### src/inc/mmsr_pkg.sv
// mmsr_pkg: address map, register offsets, reset values and carrier structs
// for the monitor-controller memory map and low system-register bank.
// assumes: single 8-bit cpu bus, 16-bit addresses.
package mmsr_pkg;

    // -----------------------------------------------------------------
    // address map
    // -----------------------------------------------------------------
    localparam logic [15:0] MMSR_SYS_BASE = 16'h0000;
    localparam logic [15:0] MMSR_SYS_LAST = 16'h003D;
    localparam logic [15:0] MMSR_RAM_BASE = 16'h0080;
    localparam logic [15:0] MMSR_RAM_LAST = 16'h027F;
    localparam logic [15:0] MMSR_BOOT_BASE = 16'h7800;
    localparam logic [15:0] MMSR_BOOT_LAST = 16'h7FFF;
    localparam logic [15:0] MMSR_FLASH_BASE = 16'h8000;
    localparam logic [15:0] MMSR_FLASH_LAST = 16'hFFFF;
    localparam logic [15:0] MMSR_STACK_DEFAULT = 16'h01FF;
    localparam logic [7:0] MMSR_STACK_INIT = 8'hFF;

    // vector offsets within the top page of boot rom or flash
    localparam logic [7:0] MMSR_VEC_NMI = 8'hFA;
    localparam logic [7:0] MMSR_VEC_RST = 8'hFC;
    localparam logic [7:0] MMSR_VEC_IRQ = 8'hFE;

    // -----------------------------------------------------------------
    // register offsets
    // -----------------------------------------------------------------
    localparam logic [15:0] MMSR_PORT0_DATA = 16'h0000;
    localparam logic [15:0] MMSR_PORT1_DATA = 16'h0001;
    localparam logic [15:0] MMSR_PORT2_DIRECTION = 16'h0002;
    localparam logic [15:0] MMSR_PORT2_DATA = 16'h0003;
    localparam logic [15:0] MMSR_PORT3_DATA = 16'h0004;
    localparam logic [15:0] MMSR_PORT4_DATA = 16'h0005;
    localparam logic [15:0] MMSR_SYNC_INPUT_CONTROL = 16'h0006;
    localparam logic [15:0] MMSR_SYNC_POLARITY_CONTROL = 16'h0007;
    localparam logic [15:0] MMSR_HFREQ_COUNT_LOW = 16'h0008;
    localparam logic [15:0] MMSR_HFREQ_COUNT_HIGH = 16'h0009;
    localparam logic [15:0] MMSR_VFREQ_COUNT_LOW = 16'h000A;
    localparam logic [15:0] MMSR_VFREQ_COUNT_HIGH = 16'h000B;
    localparam logic [15:0] MMSR_FREE_RUN_CONTROL = 16'h000C;
    localparam logic [15:0] MMSR_HALF_FREQ_CONTROL = 16'h000D;
    localparam logic [15:0] MMSR_MUTE_CONTROL = 16'h000E;
    localparam logic [15:0] MMSR_PWM_PIN_ENABLE = 16'h000F;
    localparam logic [15:0] MMSR_CONVERTER_CONTROL = 16'h0010;
    localparam logic [15:0] MMSR_CONVERTER_RESULT0 = 16'h0011;
    localparam logic [15:0] MMSR_CONVERTER_RESULT3 = 16'h0014;

    // -----------------------------------------------------------------
    // reset values and field masks
    // -----------------------------------------------------------------
    localparam logic [7:0] MMSR_RST_ONES = 8'hFF;
    localparam logic [7:0] MMSR_RST_PORT1 = 8'h7F;
    localparam logic [7:0] MMSR_RST_PORT34 = 8'h03;
    localparam logic [7:0] MMSR_RST_ZERO = 8'h00;
    localparam logic [7:0] MMSR_MASK_PORT1 = 8'h7F;
    localparam logic [7:0] MMSR_MASK_PORT34 = 8'h03;
    localparam logic [7:0] MMSR_MASK_SYNC_RD = 8'h0B;
    localparam logic [7:0] MMSR_MASK_POL_WR = 8'hC3;
    localparam logic [7:0] MMSR_MASK_FREE_RUN = 8'hC7;
    localparam logic [7:0] MMSR_MASK_HALF = 8'hE0;
    localparam logic [7:0] MMSR_MASK_MUTE = 8'hEF;
    localparam logic [7:0] MMSR_MASK_PWM = 8'h3F;
    localparam logic [7:0] MMSR_MASK_CONV = 8'h8F;
    localparam logic [7:0] MMSR_MASK_RESULT = 8'h3F;
    localparam int MMSR_BIT_OVF = 7;
    localparam int MMSR_BIT_SEL_WE = 2;
    localparam int MMSR_BIT_SEL = 1;
    localparam int MMSR_BIT_START = 7;

    // memory region selected by an address
    typedef enum logic [2:0] {
        MMSR_REG_SYS,
        MMSR_REG_RAM,
        MMSR_REG_BOOT,
        MMSR_REG_FLASH,
        MMSR_REG_NONE
    } mmsr_region_t;

    // cpu bus request
    typedef struct packed {
        logic [15:0] addr;
        logic wr;
        logic rd;
        logic [7:0] wdata;
    } mmsr_req_t;

    // status coming in from the sync processor and converter
    typedef struct packed {
        logic horiz_input_level;
        logic vert_input_level;
        logic horiz_input_polarity;
        logic vert_input_polarity;
        logic [11:0] hcount;
        logic hcount_ovf_evt;
        logic [13:0] vcount;
        logic vcount_ovf_evt;
        logic [3:0][5:0] result;
    } mmsr_stat_t;

    // control out to the peripherals
    typedef struct packed {
        logic [7:0] port0;
        logic [7:0] port1;
        logic [7:0] port2_pin_output_enable;
        logic [7:0] port2;
        logic [7:0] port3;
        logic [7:0] port4;
        logic [7:0] sync_input;
        logic [1:0] sync_output_enable;
        logic horiz_output_polarity;
        logic vert_output_polarity;
        logic [7:0] free_run;
        logic [7:0] half_freq;
        logic [7:0] mute;
        logic [5:0] pwm_output_enable;
        logic conversion_start;
        logic [3:0] converter_channel_enable;
    } mmsr_ctl_t;

endpackage

### src/verilog/mmsr_top.sv
// mmsr_top: address decoder, data ram and low system-register bank.
// assumes: cpu bus synchronous to sys_clk_i, one access per cycle, read data
// one cycle after the request; status inputs come from logic on this clock.
// Operation
// ram decoded at 0x0080 to 0x027F
// ram neither initialised nor reset
// stack defaults 0x01FF, software loads 0xFF
// boot rom decoded at 0x7800 to 0x7FFF
// top six boot bytes hold vectors
// nmi, reset, irq vectors, low first
// flash decoded at 0x8000 to 0xFFFF
// software supplies flash vector words itself
// registers below 0x003E, gaps unused
// port2 direction write-only, resets all ones
// port4 data holds bits 1 and 0
// sync control readback, bit2 select write-enable
// polarity read: levels, detected, programmed polarities
// polarity write: output enables, output polarities
// 12/14-bit counts, overflow in bit 7
// writing one to bit 7 clears overflow
// free-run control write-only fields
// half-frequency control write-only fields
// auto-mute control write-only fields
// pwm pin enable write-only, resets ones
// converter control: start and channel enables
// converter results read-only, six bits
// unused ranges: no side effect
`timescale 1ns/1ps
module mmsr_top
    import mmsr_pkg::*;
#(
    parameter int RAM_WORDS = 512,
    parameter int BOOT_WORDS = 2048
) (
    input wire logic sys_clk_i,
    input wire logic rst_i,
    input wire mmsr_req_t req_i,
    input wire mmsr_stat_t stat_i,
    input wire logic [7:0] boot_rdata_i,
    input wire logic [7:0] flash_rdata_i,
    output logic [7:0] rdata_o,
    output logic boot_rd_o,
    output logic flash_rd_o,
    output logic [14:0] mem_addr_o,
    output mmsr_ctl_t ctl_o
);

    // -----------------------------------------------------------------
    // checks
    // -----------------------------------------------------------------
    if (RAM_WORDS != 512) begin : g_ram_chk
        $error("ram depth must match the decoded range");
    end
    if (BOOT_WORDS != 2048) begin : g_boot_chk
        $error("boot depth must match the decoded range");
    end

    // -----------------------------------------------------------------
    // state
    // -----------------------------------------------------------------
    typedef struct packed {
        mmsr_ctl_t ctl;
        logic hovf;
        logic vovf;
        logic [7:0] rdata;
        logic boot_rd;
        logic flash_rd;
        logic [14:0] mem_addr;
        logic [1:0] rsel;
    } mmsr_state_t;

    mmsr_state_t st_r;
    mmsr_state_t st_nxt;
    mmsr_region_t region;
    logic [7:0] reg_rdata;
    logic [8:0] ram_idx;
    logic [7:0] ram_q_r;

    // data ram, no reset so contents survive system reset
    logic [7:0] ram_mem [RAM_WORDS];

    // region decode, shared by read and write paths
    function automatic mmsr_region_t decode(input logic [15:0] a);
        if (a <= MMSR_SYS_LAST) begin
            decode = MMSR_REG_SYS;
        end else if (a >= MMSR_RAM_BASE && a <= MMSR_RAM_LAST) begin
            decode = MMSR_REG_RAM;
        end else if (a >= MMSR_BOOT_BASE && a <= MMSR_BOOT_LAST) begin
            decode = MMSR_REG_BOOT;
        end else if (a >= MMSR_FLASH_BASE) begin
            decode = MMSR_REG_FLASH;
        end else begin
            decode = MMSR_REG_NONE;
        end
    endfunction

    // masked write helper
    function automatic logic [7:0] wmask(input logic [7:0] d, input logic [7:0] m);
        wmask = d & m;
    endfunction

    assign region = decode(req_i.addr);
    assign ram_idx = 9'(req_i.addr - MMSR_RAM_BASE);

    // -----------------------------------------------------------------
    // ram port; the stack page 0x0100-0x01FF lies inside it, so the
    // default stack at 0x01FF and the 0xFF load both land here
    // -----------------------------------------------------------------
    always_ff @(posedge sys_clk_i) begin
        if (region == MMSR_REG_RAM && req_i.wr) begin
            ram_mem[ram_idx] <= req_i.wdata;
        end
        ram_q_r <= ram_mem[ram_idx];
    end

    // -----------------------------------------------------------------
    // register read mux
    // -----------------------------------------------------------------
    always_comb begin
        reg_rdata = MMSR_RST_ZERO;
        unique case (req_i.addr)
            MMSR_PORT0_DATA: reg_rdata = st_r.ctl.port0;
            MMSR_PORT1_DATA: reg_rdata = st_r.ctl.port1 & MMSR_MASK_PORT1;
            MMSR_PORT2_DATA: reg_rdata = st_r.ctl.port2;
            MMSR_PORT3_DATA: reg_rdata = st_r.ctl.port3 & MMSR_MASK_PORT34;
            MMSR_PORT4_DATA: reg_rdata = st_r.ctl.port4 & MMSR_MASK_PORT34;
            MMSR_SYNC_INPUT_CONTROL: reg_rdata = st_r.ctl.sync_input & MMSR_MASK_SYNC_RD;
            MMSR_SYNC_POLARITY_CONTROL: reg_rdata = {2'b00, stat_i.horiz_input_level,
                stat_i.vert_input_level, stat_i.horiz_input_polarity,
                stat_i.vert_input_polarity, st_r.ctl.horiz_output_polarity,
                st_r.ctl.vert_output_polarity};
            MMSR_HFREQ_COUNT_LOW: reg_rdata = stat_i.hcount[7:0];
            MMSR_HFREQ_COUNT_HIGH: reg_rdata = {st_r.hovf, 3'b000, stat_i.hcount[11:8]};
            MMSR_VFREQ_COUNT_LOW: reg_rdata = stat_i.vcount[7:0];
            MMSR_VFREQ_COUNT_HIGH: reg_rdata = {st_r.vovf, 1'b0, stat_i.vcount[13:8]};
            default: begin
                if (req_i.addr >= MMSR_CONVERTER_RESULT0 && req_i.addr <= MMSR_CONVERTER_RESULT3) begin
                    reg_rdata = {2'b00, stat_i.result[2'(req_i.addr - MMSR_CONVERTER_RESULT0)]};
                end
            end
        endcase
    end

    // -----------------------------------------------------------------
    // next state
    // -----------------------------------------------------------------
    always_comb begin
        st_nxt = st_r;
        st_nxt.boot_rd = 1'b0;
        st_nxt.flash_rd = 1'b0;
        st_nxt.ctl.conversion_start = 1'b0;
        // overflow events set, set wins over a same-cycle clear
        if (region == MMSR_REG_SYS && req_i.wr) begin
            unique case (req_i.addr)
                MMSR_PORT0_DATA: st_nxt.ctl.port0 = req_i.wdata;
                MMSR_PORT1_DATA: st_nxt.ctl.port1 = wmask(req_i.wdata, MMSR_MASK_PORT1);
                MMSR_PORT2_DIRECTION: st_nxt.ctl.port2_pin_output_enable = req_i.wdata;
                MMSR_PORT2_DATA: st_nxt.ctl.port2 = req_i.wdata;
                MMSR_PORT3_DATA: st_nxt.ctl.port3 = wmask(req_i.wdata, MMSR_MASK_PORT34);
                MMSR_PORT4_DATA: st_nxt.ctl.port4 = wmask(req_i.wdata, MMSR_MASK_PORT34);
                MMSR_SYNC_INPUT_CONTROL: begin
                    // interval select only changes when its write-enable is set
                    st_nxt.ctl.sync_input = (st_r.ctl.sync_input & ~MMSR_MASK_SYNC_RD)
                        | (req_i.wdata & MMSR_MASK_SYNC_RD);
                    if (!req_i.wdata[MMSR_BIT_SEL_WE]) begin
                        st_nxt.ctl.sync_input[MMSR_BIT_SEL] = st_r.ctl.sync_input[MMSR_BIT_SEL];
                    end
                end
                MMSR_SYNC_POLARITY_CONTROL: begin
                    st_nxt.ctl.sync_output_enable = req_i.wdata[7:6];
                    st_nxt.ctl.horiz_output_polarity = req_i.wdata[1];
                    st_nxt.ctl.vert_output_polarity = req_i.wdata[0];
                end
                MMSR_HFREQ_COUNT_HIGH: begin
                    if (req_i.wdata[MMSR_BIT_OVF]) begin
                        st_nxt.hovf = 1'b0;
                    end
                end
                MMSR_VFREQ_COUNT_HIGH: begin
                    if (req_i.wdata[MMSR_BIT_OVF]) begin
                        st_nxt.vovf = 1'b0;
                    end
                end
                MMSR_FREE_RUN_CONTROL: st_nxt.ctl.free_run = wmask(req_i.wdata, MMSR_MASK_FREE_RUN);
                MMSR_HALF_FREQ_CONTROL: st_nxt.ctl.half_freq = wmask(req_i.wdata, MMSR_MASK_HALF);
                MMSR_MUTE_CONTROL: st_nxt.ctl.mute = wmask(req_i.wdata, MMSR_MASK_MUTE);
                MMSR_PWM_PIN_ENABLE: st_nxt.ctl.pwm_output_enable = req_i.wdata[5:0];
                MMSR_CONVERTER_CONTROL: begin
                    st_nxt.ctl.conversion_start = req_i.wdata[MMSR_BIT_START];
                    st_nxt.ctl.converter_channel_enable = req_i.wdata[3:0];
                end
                default: begin
                    // read-only and unmapped system offsets drop the write
                end
            endcase
        end
        if (stat_i.hcount_ovf_evt) begin
            st_nxt.hovf = 1'b1;
        end
        if (stat_i.vcount_ovf_evt) begin
            st_nxt.vovf = 1'b1;
        end
        // rom and flash fetch strobes; vectors sit at FA..FF of each top page,
        // low byte first, served from the array contents
        if (req_i.rd && region == MMSR_REG_BOOT) begin
            st_nxt.boot_rd = 1'b1;
            st_nxt.mem_addr = 15'(req_i.addr - MMSR_BOOT_BASE);
        end
        if (req_i.rd && region == MMSR_REG_FLASH) begin
            st_nxt.flash_rd = 1'b1;
            st_nxt.mem_addr = 15'(req_i.addr - MMSR_FLASH_BASE);
        end
        // read data captured for registers; ram follows its own port
        st_nxt.rsel = 2'd0;
        if (req_i.rd) begin
            unique case (region)
                MMSR_REG_SYS: st_nxt.rdata = reg_rdata;
                MMSR_REG_RAM: st_nxt.rsel = 2'd1;
                MMSR_REG_BOOT: st_nxt.rsel = 2'd2;
                MMSR_REG_FLASH: st_nxt.rsel = 2'd3;
                MMSR_REG_NONE: st_nxt.rdata = MMSR_RST_ONES;
            endcase
        end
    end

    // -----------------------------------------------------------------
    // state register
    // -----------------------------------------------------------------
    always_ff @(posedge sys_clk_i or posedge rst_i) begin
        if (rst_i) begin
            st_r.ctl.port0 <= MMSR_RST_ONES;
            st_r.ctl.port1 <= MMSR_RST_PORT1;
            st_r.ctl.port2_pin_output_enable <= MMSR_RST_ONES;
            st_r.ctl.port2 <= MMSR_RST_ONES;
            st_r.ctl.port3 <= MMSR_RST_PORT34;
            st_r.ctl.port4 <= MMSR_RST_PORT34;
            st_r.ctl.sync_input <= MMSR_RST_ONES;
            st_r.ctl.sync_output_enable <= 2'b11;
            st_r.ctl.horiz_output_polarity <= 1'b1;
            st_r.ctl.vert_output_polarity <= 1'b1;
            st_r.ctl.free_run <= MMSR_RST_ONES;
            st_r.ctl.half_freq <= MMSR_RST_ONES;
            st_r.ctl.mute <= MMSR_RST_ONES;
            st_r.ctl.pwm_output_enable <= 6'h3F;
            st_r.ctl.conversion_start <= 1'b0;
            st_r.ctl.converter_channel_enable <= 4'hF;
            st_r.hovf <= 1'b0;
            st_r.vovf <= 1'b0;
            st_r.rdata <= MMSR_RST_ZERO;
            st_r.boot_rd <= 1'b0;
            st_r.flash_rd <= 1'b0;
            st_r.mem_addr <= 15'h0000;
            st_r.rsel <= 2'd0;
        end else begin
            st_r <= st_nxt;
        end
    end

    // -----------------------------------------------------------------
    // outputs
    // -----------------------------------------------------------------
    always_comb begin
        unique case (st_r.rsel)
            2'd1: rdata_o = ram_q_r;
            2'd2: rdata_o = boot_rdata_i;
            2'd3: rdata_o = flash_rdata_i;
            default: rdata_o = st_r.rdata;
        endcase
    end
    assign boot_rd_o = st_r.boot_rd;
    assign flash_rd_o = st_r.flash_rd;
    assign mem_addr_o = st_r.mem_addr;
    assign ctl_o = st_r.ctl;

endmodule

### config.mk
export PLATFORM = sky130hd
export DESIGN_NAME = mmsr_top
export DESIGN_NICKNAME = d
export VERILOG_FILES = /design/src/inc/mmsr_pkg.sv /design/src/verilog/mmsr_top.sv
export SDC_FILE = /design/constraint.sdc
export NUM_CORES = 2
export LEC_CHECK = 0
export CAP_MARGIN = 10
export CORE_AREA = 8 8 534 536
export CTS_CLUSTER_SIZE = 12
export DETAILED_ROUTE_END_ITERATION = 8
export DIE_AREA = 0 0 542 544
export DONT_BUFFER_PORTS = 1
export HOLD_SLACK_MARGIN = 0.02
export PLACE_DENSITY = 0.76
export SYNTH_ARGS = -nofsm -noshare
export SYNTH_HDL_FRONTEND = slang
export SYNTH_SLANG_ARGS = --single-unit
### constraint.sdc
create_clock -name sys_clk_i -period 3.55 [get_ports sys_clk_i]
set_input_delay 0.71 -clock sys_clk_i [delete_from_list [all_inputs] [get_ports sys_clk_i]]
set_output_delay 0.71 -clock sys_clk_i [all_outputs]
set_load 0.005 [all_outputs]
After elaboration in Yosys (flattened, before gate mapping). Memories as Yosys holds them, arrays and structs flattened. A register that Yosys moved wholly into a read port is not among the register bits. Cells that the tools add are included.

Order comparisons: 9. $add $sub $neg: 4. Muxes and demuxes: 24. Reductions and logical operators: 34. Eq/ne operators: 23. Bitwise operators: 1.

Operators by type and width (number): $eq 16x4->1 const B (8); $pmux 8 s11 (1); $eq 16x3->1 const B (4); $eq 16x2->1 const B (2); $reduce_and 2->1 (14); $pmux 8 s3 (1); $eq 16x1->1 const B (1); $eq 16x5->1 const B (1); $ge 16x15->1 const B (1); $ge 16x16->1 const B (1); $ge 16x5->1 const B (1); $ge 16x8->1 const B (1); $le 16x10->1 const B (1); $le 16x15->1 const B (1); $le 16x5->1 const B (1); $le 16x6->1 const B (1); $logic_not 16->1 (1); $mux 16 (1); $pmux 8 s2 (1); $reduce_bool 2->1 (8); $mux 15 (1); $sub 15x1->15 const B (1); $sub 15x15->15 const B (1); $bmux 6 s2 (1); other kinds (19) (40).

Register bits: 111. Logic and storage cells: 120. Memories: 1. Input port bits: 100. Memory bits (writable): 4096. Output and inout bits: 120.

Memory list: ram_mem (depth 512, width 8, rd ports 1, clocked after memory_dff 1, write ports 1, RTL line mmsr_top.sv:80) `logic [7:0] ram_mem [RAM_WORDS];`.

Longest topological paths before layout.
Depth after elaboration: 9. Gate-level depth with buffers: 16. Gate-level depth less buffers: 9.

Worst setup path after synthesis. Ideal clock, no wire load.

Kind: in2reg. From: input port req_i[10] in the netlist's numbering. To: memory ram_mem[112][0] (enable). Slack: -209 ps. Cell stages on the path: 14. Data required time: 3180 ps. Setup time: 370 ps. Arrival time: 3389 ps. Cells stage by stage: buf_6 > buf_12 > buf_6 > buf_6 > buf_6 > clkinv_2 > buf_2 > buf_2 > ha_1 > clkbuf_1 > and2_1 > nand2_1 > clkbuf_1 > nor2_1.

Cells in the longest elaborated chain, start to end: 9.

Ends and longest elaborated chain: start, declared (RTL line mmsr_top.sv:37) `input wire mmsr_req_t req_i,`; $ge 16x16->1 (tied with other cells) (RTL line mmsr_top.sv:90) `end else if (a >= MMSR_FLASH_BASE) begin`; $mux 3 / $logic_and 1x1->1 (equally long branches) (RTL line mmsr_top.sv:90, mmsr_top.sv:88); $mux 3 (RTL line mmsr_top.sv:88) `end else if (a >= MMSR_BOOT_BASE && a <= MMSR_BOOT_LAST) begin`; $mux 3 (RTL line mmsr_top.sv:86) `end else if (a >= MMSR_RAM_BASE && a <= MMSR_RAM_LAST) begin`; $mux 3 (RTL line mmsr_top.sv:84) `if (a <= MMSR_SYS_LAST) begin`; $eq 3x1->1 (RTL line mmsr_top.sv:110) `if (region == MMSR_REG_RAM && req_i.wr) begin`; $logic_and 1x1->1 (RTL line mmsr_top.sv:110); $mux 1 (RTL line mmsr_top.sv:110); $mux 1 (not written as such) (RTL line mmsr_top.sv:111) `ram_mem[ram_idx] <= req_i.wdata;`; end, declared (RTL line mmsr_top.sv:80).

Several ways; a longest one is shown, not always the timed one.

Final worst setup path.
From: input port req_i[11] in the netlist's numbering. To: memory ram_mem[298][4] (enable).

The elaborated chain is that of the path after synthesis.

==> flow_metrics.env <==
export IMPL_cts_htree_levels=5
export IMPL_clk_pin_slew_ps=70
export IMPL_num_rows=194
export IMPL_yosys_warnings=0
export IMPL_grt_antenna_before_repair=36
export IMPL_port_buffers=0
export IMPL_critPathLaunchType="input pin"
export IMPL_yosysTopAreaCell="edfxtp_1"
export IMPL_cap_violations=0
export IMPL_dp_cells=11715
export IMPL_io_pins=220
export IMPL_synth_edf_count=4096
export IMPL_fmax_mhz=281
export IMPL_setup_viol=6
export IMPL_avgSynthCellArea_um2=20.9
export IMPL_cts_root_buffer="clkbuf_16"
export IMPL_power_frac_seq_pct=55.1
export IMPL_cts_buffers=415
export IMPL_drt_pass1_iter_count=8
export IMPL_clock_latency_ps=910
export IMPL_die_area_mm2=0.295
export IMPL_period_share_pct=100
export IMPL_slew_violations=1228
export IMPL_dp_slack_ps=-2890
export IMPL_path_max_fanout=94
export IMPL_synth_top_area_share_pct=74.5
export IMPL_swShare_pct=21.0
export IMPL_status="finished with violations"
export IMPL_yosys_top_cells_area="edfxtp_1 (74%), mux4_2 (13%), mux2i_1 (1.9%)"
export IMPL_ys_seq_area_share_pct=76.1
export IMPL_vias=86746
export IMPL_drive_gt1_share_pct=30.1
export IMPL_worst_slew_pin_slew_ps=2400
export IMPL_synth_seq_cells=4204
export IMPL_core_area_mm2=0.277
export IMPL_endpoint_kind="register"
export IMPL_nFillCells=16549
export IMPL_yosys_cell_types_count=78
export IMPL_grt_max_degree=684
export IMPL_gr_usage_all_layers_pct=30.0
export IMPL_pwr_share_clk_pct=39.8
export IMPL_synth_ff_type="edfxtp_1"
export IMPL_drt_initial_drc_count=13066
export IMPL_cts_buffer_depth=4
export IMPL_wl_mm=458
export IMPL_die_height_um=544
export IMPL_period_needed_ps=3560
export IMPL_initial_core_util_pct=59.6
export IMPL_die_x_um=542
export IMPL_grt_pass1_vias=85579
export IMPL_fin_worst_skew_ps=37.2
export IMPL_cellLeakagePower_nw=59.9
export IMPL_cts_tree="built"
export IMPL_vdd_drop_max_mv=0.410
export IMPL_hp_class="in2reg"
export IMPL_syn_area_mm2=0.165
export IMPL_power_density_mw_per_mm2=527
export IMPL_internal_power_w=0.0784
export IMPL_worstPathRequired_ps=4070
export IMPL_gr_total_overflow=0
export IMPL_area_growth_pct=14.0
export IMPL_p_sw_w=0.0209
export IMPL_hold_viol_final=0
export IMPL_wl_per_cell_um=36.8
export IMPL_dp_hpwl_mm=254
export IMPL_nets=8598
export IMPL_violations="max-slew violations, negative setup slack"
export IMPL_p_comb_share_pct=5.1
export IMPL_gp_congestion=0.948
export IMPL_grt_pass1_wl_mm=635
export IMPL_final_cells=12454
export IMPL_final_core_util_pct=68.0
export IMPL_arrival_ps=4080
export IMPL_worstSetupPathType="in2reg"
export IMPL_layout_setup_ws_ps=-7.51
export IMPL_viasPerCell=6.97
export IMPL_synth_async_reset_ratio_pct=2.38
export IMPL_relSlewSlack_pct=-59.9
export IMPL_finalInstanceArea_mm2=0.188
export IMPL_drc=0
export IMPL_ant_nets=0
export IMPL_synthCells=7920
export IMPL_clock_sinks=4204
export IMPL_placed_cell_area_mm2=0.175
-- worst paths after layout --
kind	to	slack, ps	startpoint	cells after the start
max in group asynchronous	ctl_o[63]	2420	rst_i	3
max	ram_mem[298][4]	-8	req_i[11]	10
min in group asynchronous	st_r[22]	310	rst_i	2
min	mem_addr_o[14]	70	req_i[23]	3
max reg2reg	ram_q_r[2]	620	ram_mem[233][2]	10
min reg2reg	st_r[28]	490	st_r[28]	1
-- cells in the final DEF, fill, tap and decap left out, types with 23 or more instances in the layout --
cell	n
nand3_1	70
o21ai_0	40
clkinv_1	44
nand4_1	30
mux2_2	85
mux2i_1	318
a32o_1	26
dfrtp_1	30
clkbuf_1	126
o22ai_1	34
dfstp_2	70
buf_16	30
a21oi_1	58
buf_4	523
nor2_4	243
a221oi_1	24
diode_2	25
a32oi_1	80
nand2_1	369
mux4_2	990
a211oi_1	32
dlygate4sd3_1	24
edfxtp_1	4096
nor2b_1	28
a31oi_1	23
buf_12	132
clkbuf_16	428
nor2_1	324
a22oi_1	68
-- what timing repair did --
item / CTS / global route
setup buffers: 0 / 10
gates resized for setup: 4 / 8
cloned: 16 / 8
endpoints found under the hold margin: 75 / 203
endpoints found under the setup margin: 596 / 779
hold buffers: 23 / 6
-- flip-flops by register name, indices dropped and copies added, names as in the netlist --
register    flops
mem_addr_o     15
boot_rd_o       1
flash_rd_o      1
st_r           12
ctl_o          71
ram_q_r         8
ram_mem      4096
-- area by class of cell --
type                       count  area (µm²)  share of cell area, %
timing repair buffer         732        8320                   4.42
antenna                       25        62.6                 0.0332
clock inverter                79         537                  0.285
multi-input combinational   3120       37800                   20.1
clock buffer                 557       11100                   5.91
tap                         3724        4660                   2.47
sequential                  4204      126000                   66.8
inverter                      13        68.8                 0.0365
-- kinds of logic after synthesis --
logic type / synth area share, %
AO/OA/AOI/OAI: 2.25
XOR/XNOR: 0.0212
adder cells (fa/ha/maj): 0.0909
buffers and inverters: 2.25
flip-flops: 76.1
multiplexers: 16.3
other: 0.00455
AND/OR/NAND/NOR: 2.98
-- power by group through the flow --
stage / clock, W / sequential, W / combinational [W]
4_1_cts: 0.0396 / 0.0547 / 0.00419
6_report: 0.0395 / 0.0547 / 0.00506
3_5_place_dp: 0 / 0.0557 / 0.00400
2_1_floorplan: 0 / 0.0556 / 0.00278
3_3_place_gp: 0 / 0.0557 / 0.00396
5_1_grt: 0.0414 / 0.0547 / 0.00520
-- metrics by stage --
stage,setup TNS [ps],power [W],hold slack [ps]
finish,-22.8,0.0993,74.7
global route,-2.64,0.101,67.8
CTS,0,0.0985,21.4
detailed placement,-2249690,0.0597,472
global placement,-2106200,0.0597,467
floorplan,-5390,0.0583,449
-- critical path, cell delays in order --
cell and delay (ps):
buf_16 490, nor4bb_1 160, a32o_1 300, a31oi_1 230, and3b_1 260, and2_1 250, buf_12 160, nand2_4 270
buf_12 260, nor2_1 860
-- layer usage --
layer / up-vias / track usage [%] / wire, µm
li1: 33688 / - / -
met5: - / 0 / 82
met1: 45139 / 40.2 / 158000
met3: 1140 / 8.78 / 61200
met4: 14 / 12.9 / 22900
met2: 6765 / 46.7 / 216000
-- synthesized netlist by cell type (30+ instances only) --
cell type,instances
a211oi_1,34
a21oi_1,58
a22oi_1,68
a32oi_1,80
buf_1,48
buf_2,119
buf_4,173
buf_6,48
clkbuf_1,188
dfrtp_1,30
dfstp_2,70
edfxtp_1,4096
mux2_2,85
mux2i_1,318
mux4_2,990
nand2_1,386
nand3_1,70
nand4_1,30
nor2_1,572
nor2b_1,34
o21ai_0,41
o22ai_1,35
Power figures use the tool's default switching activity.
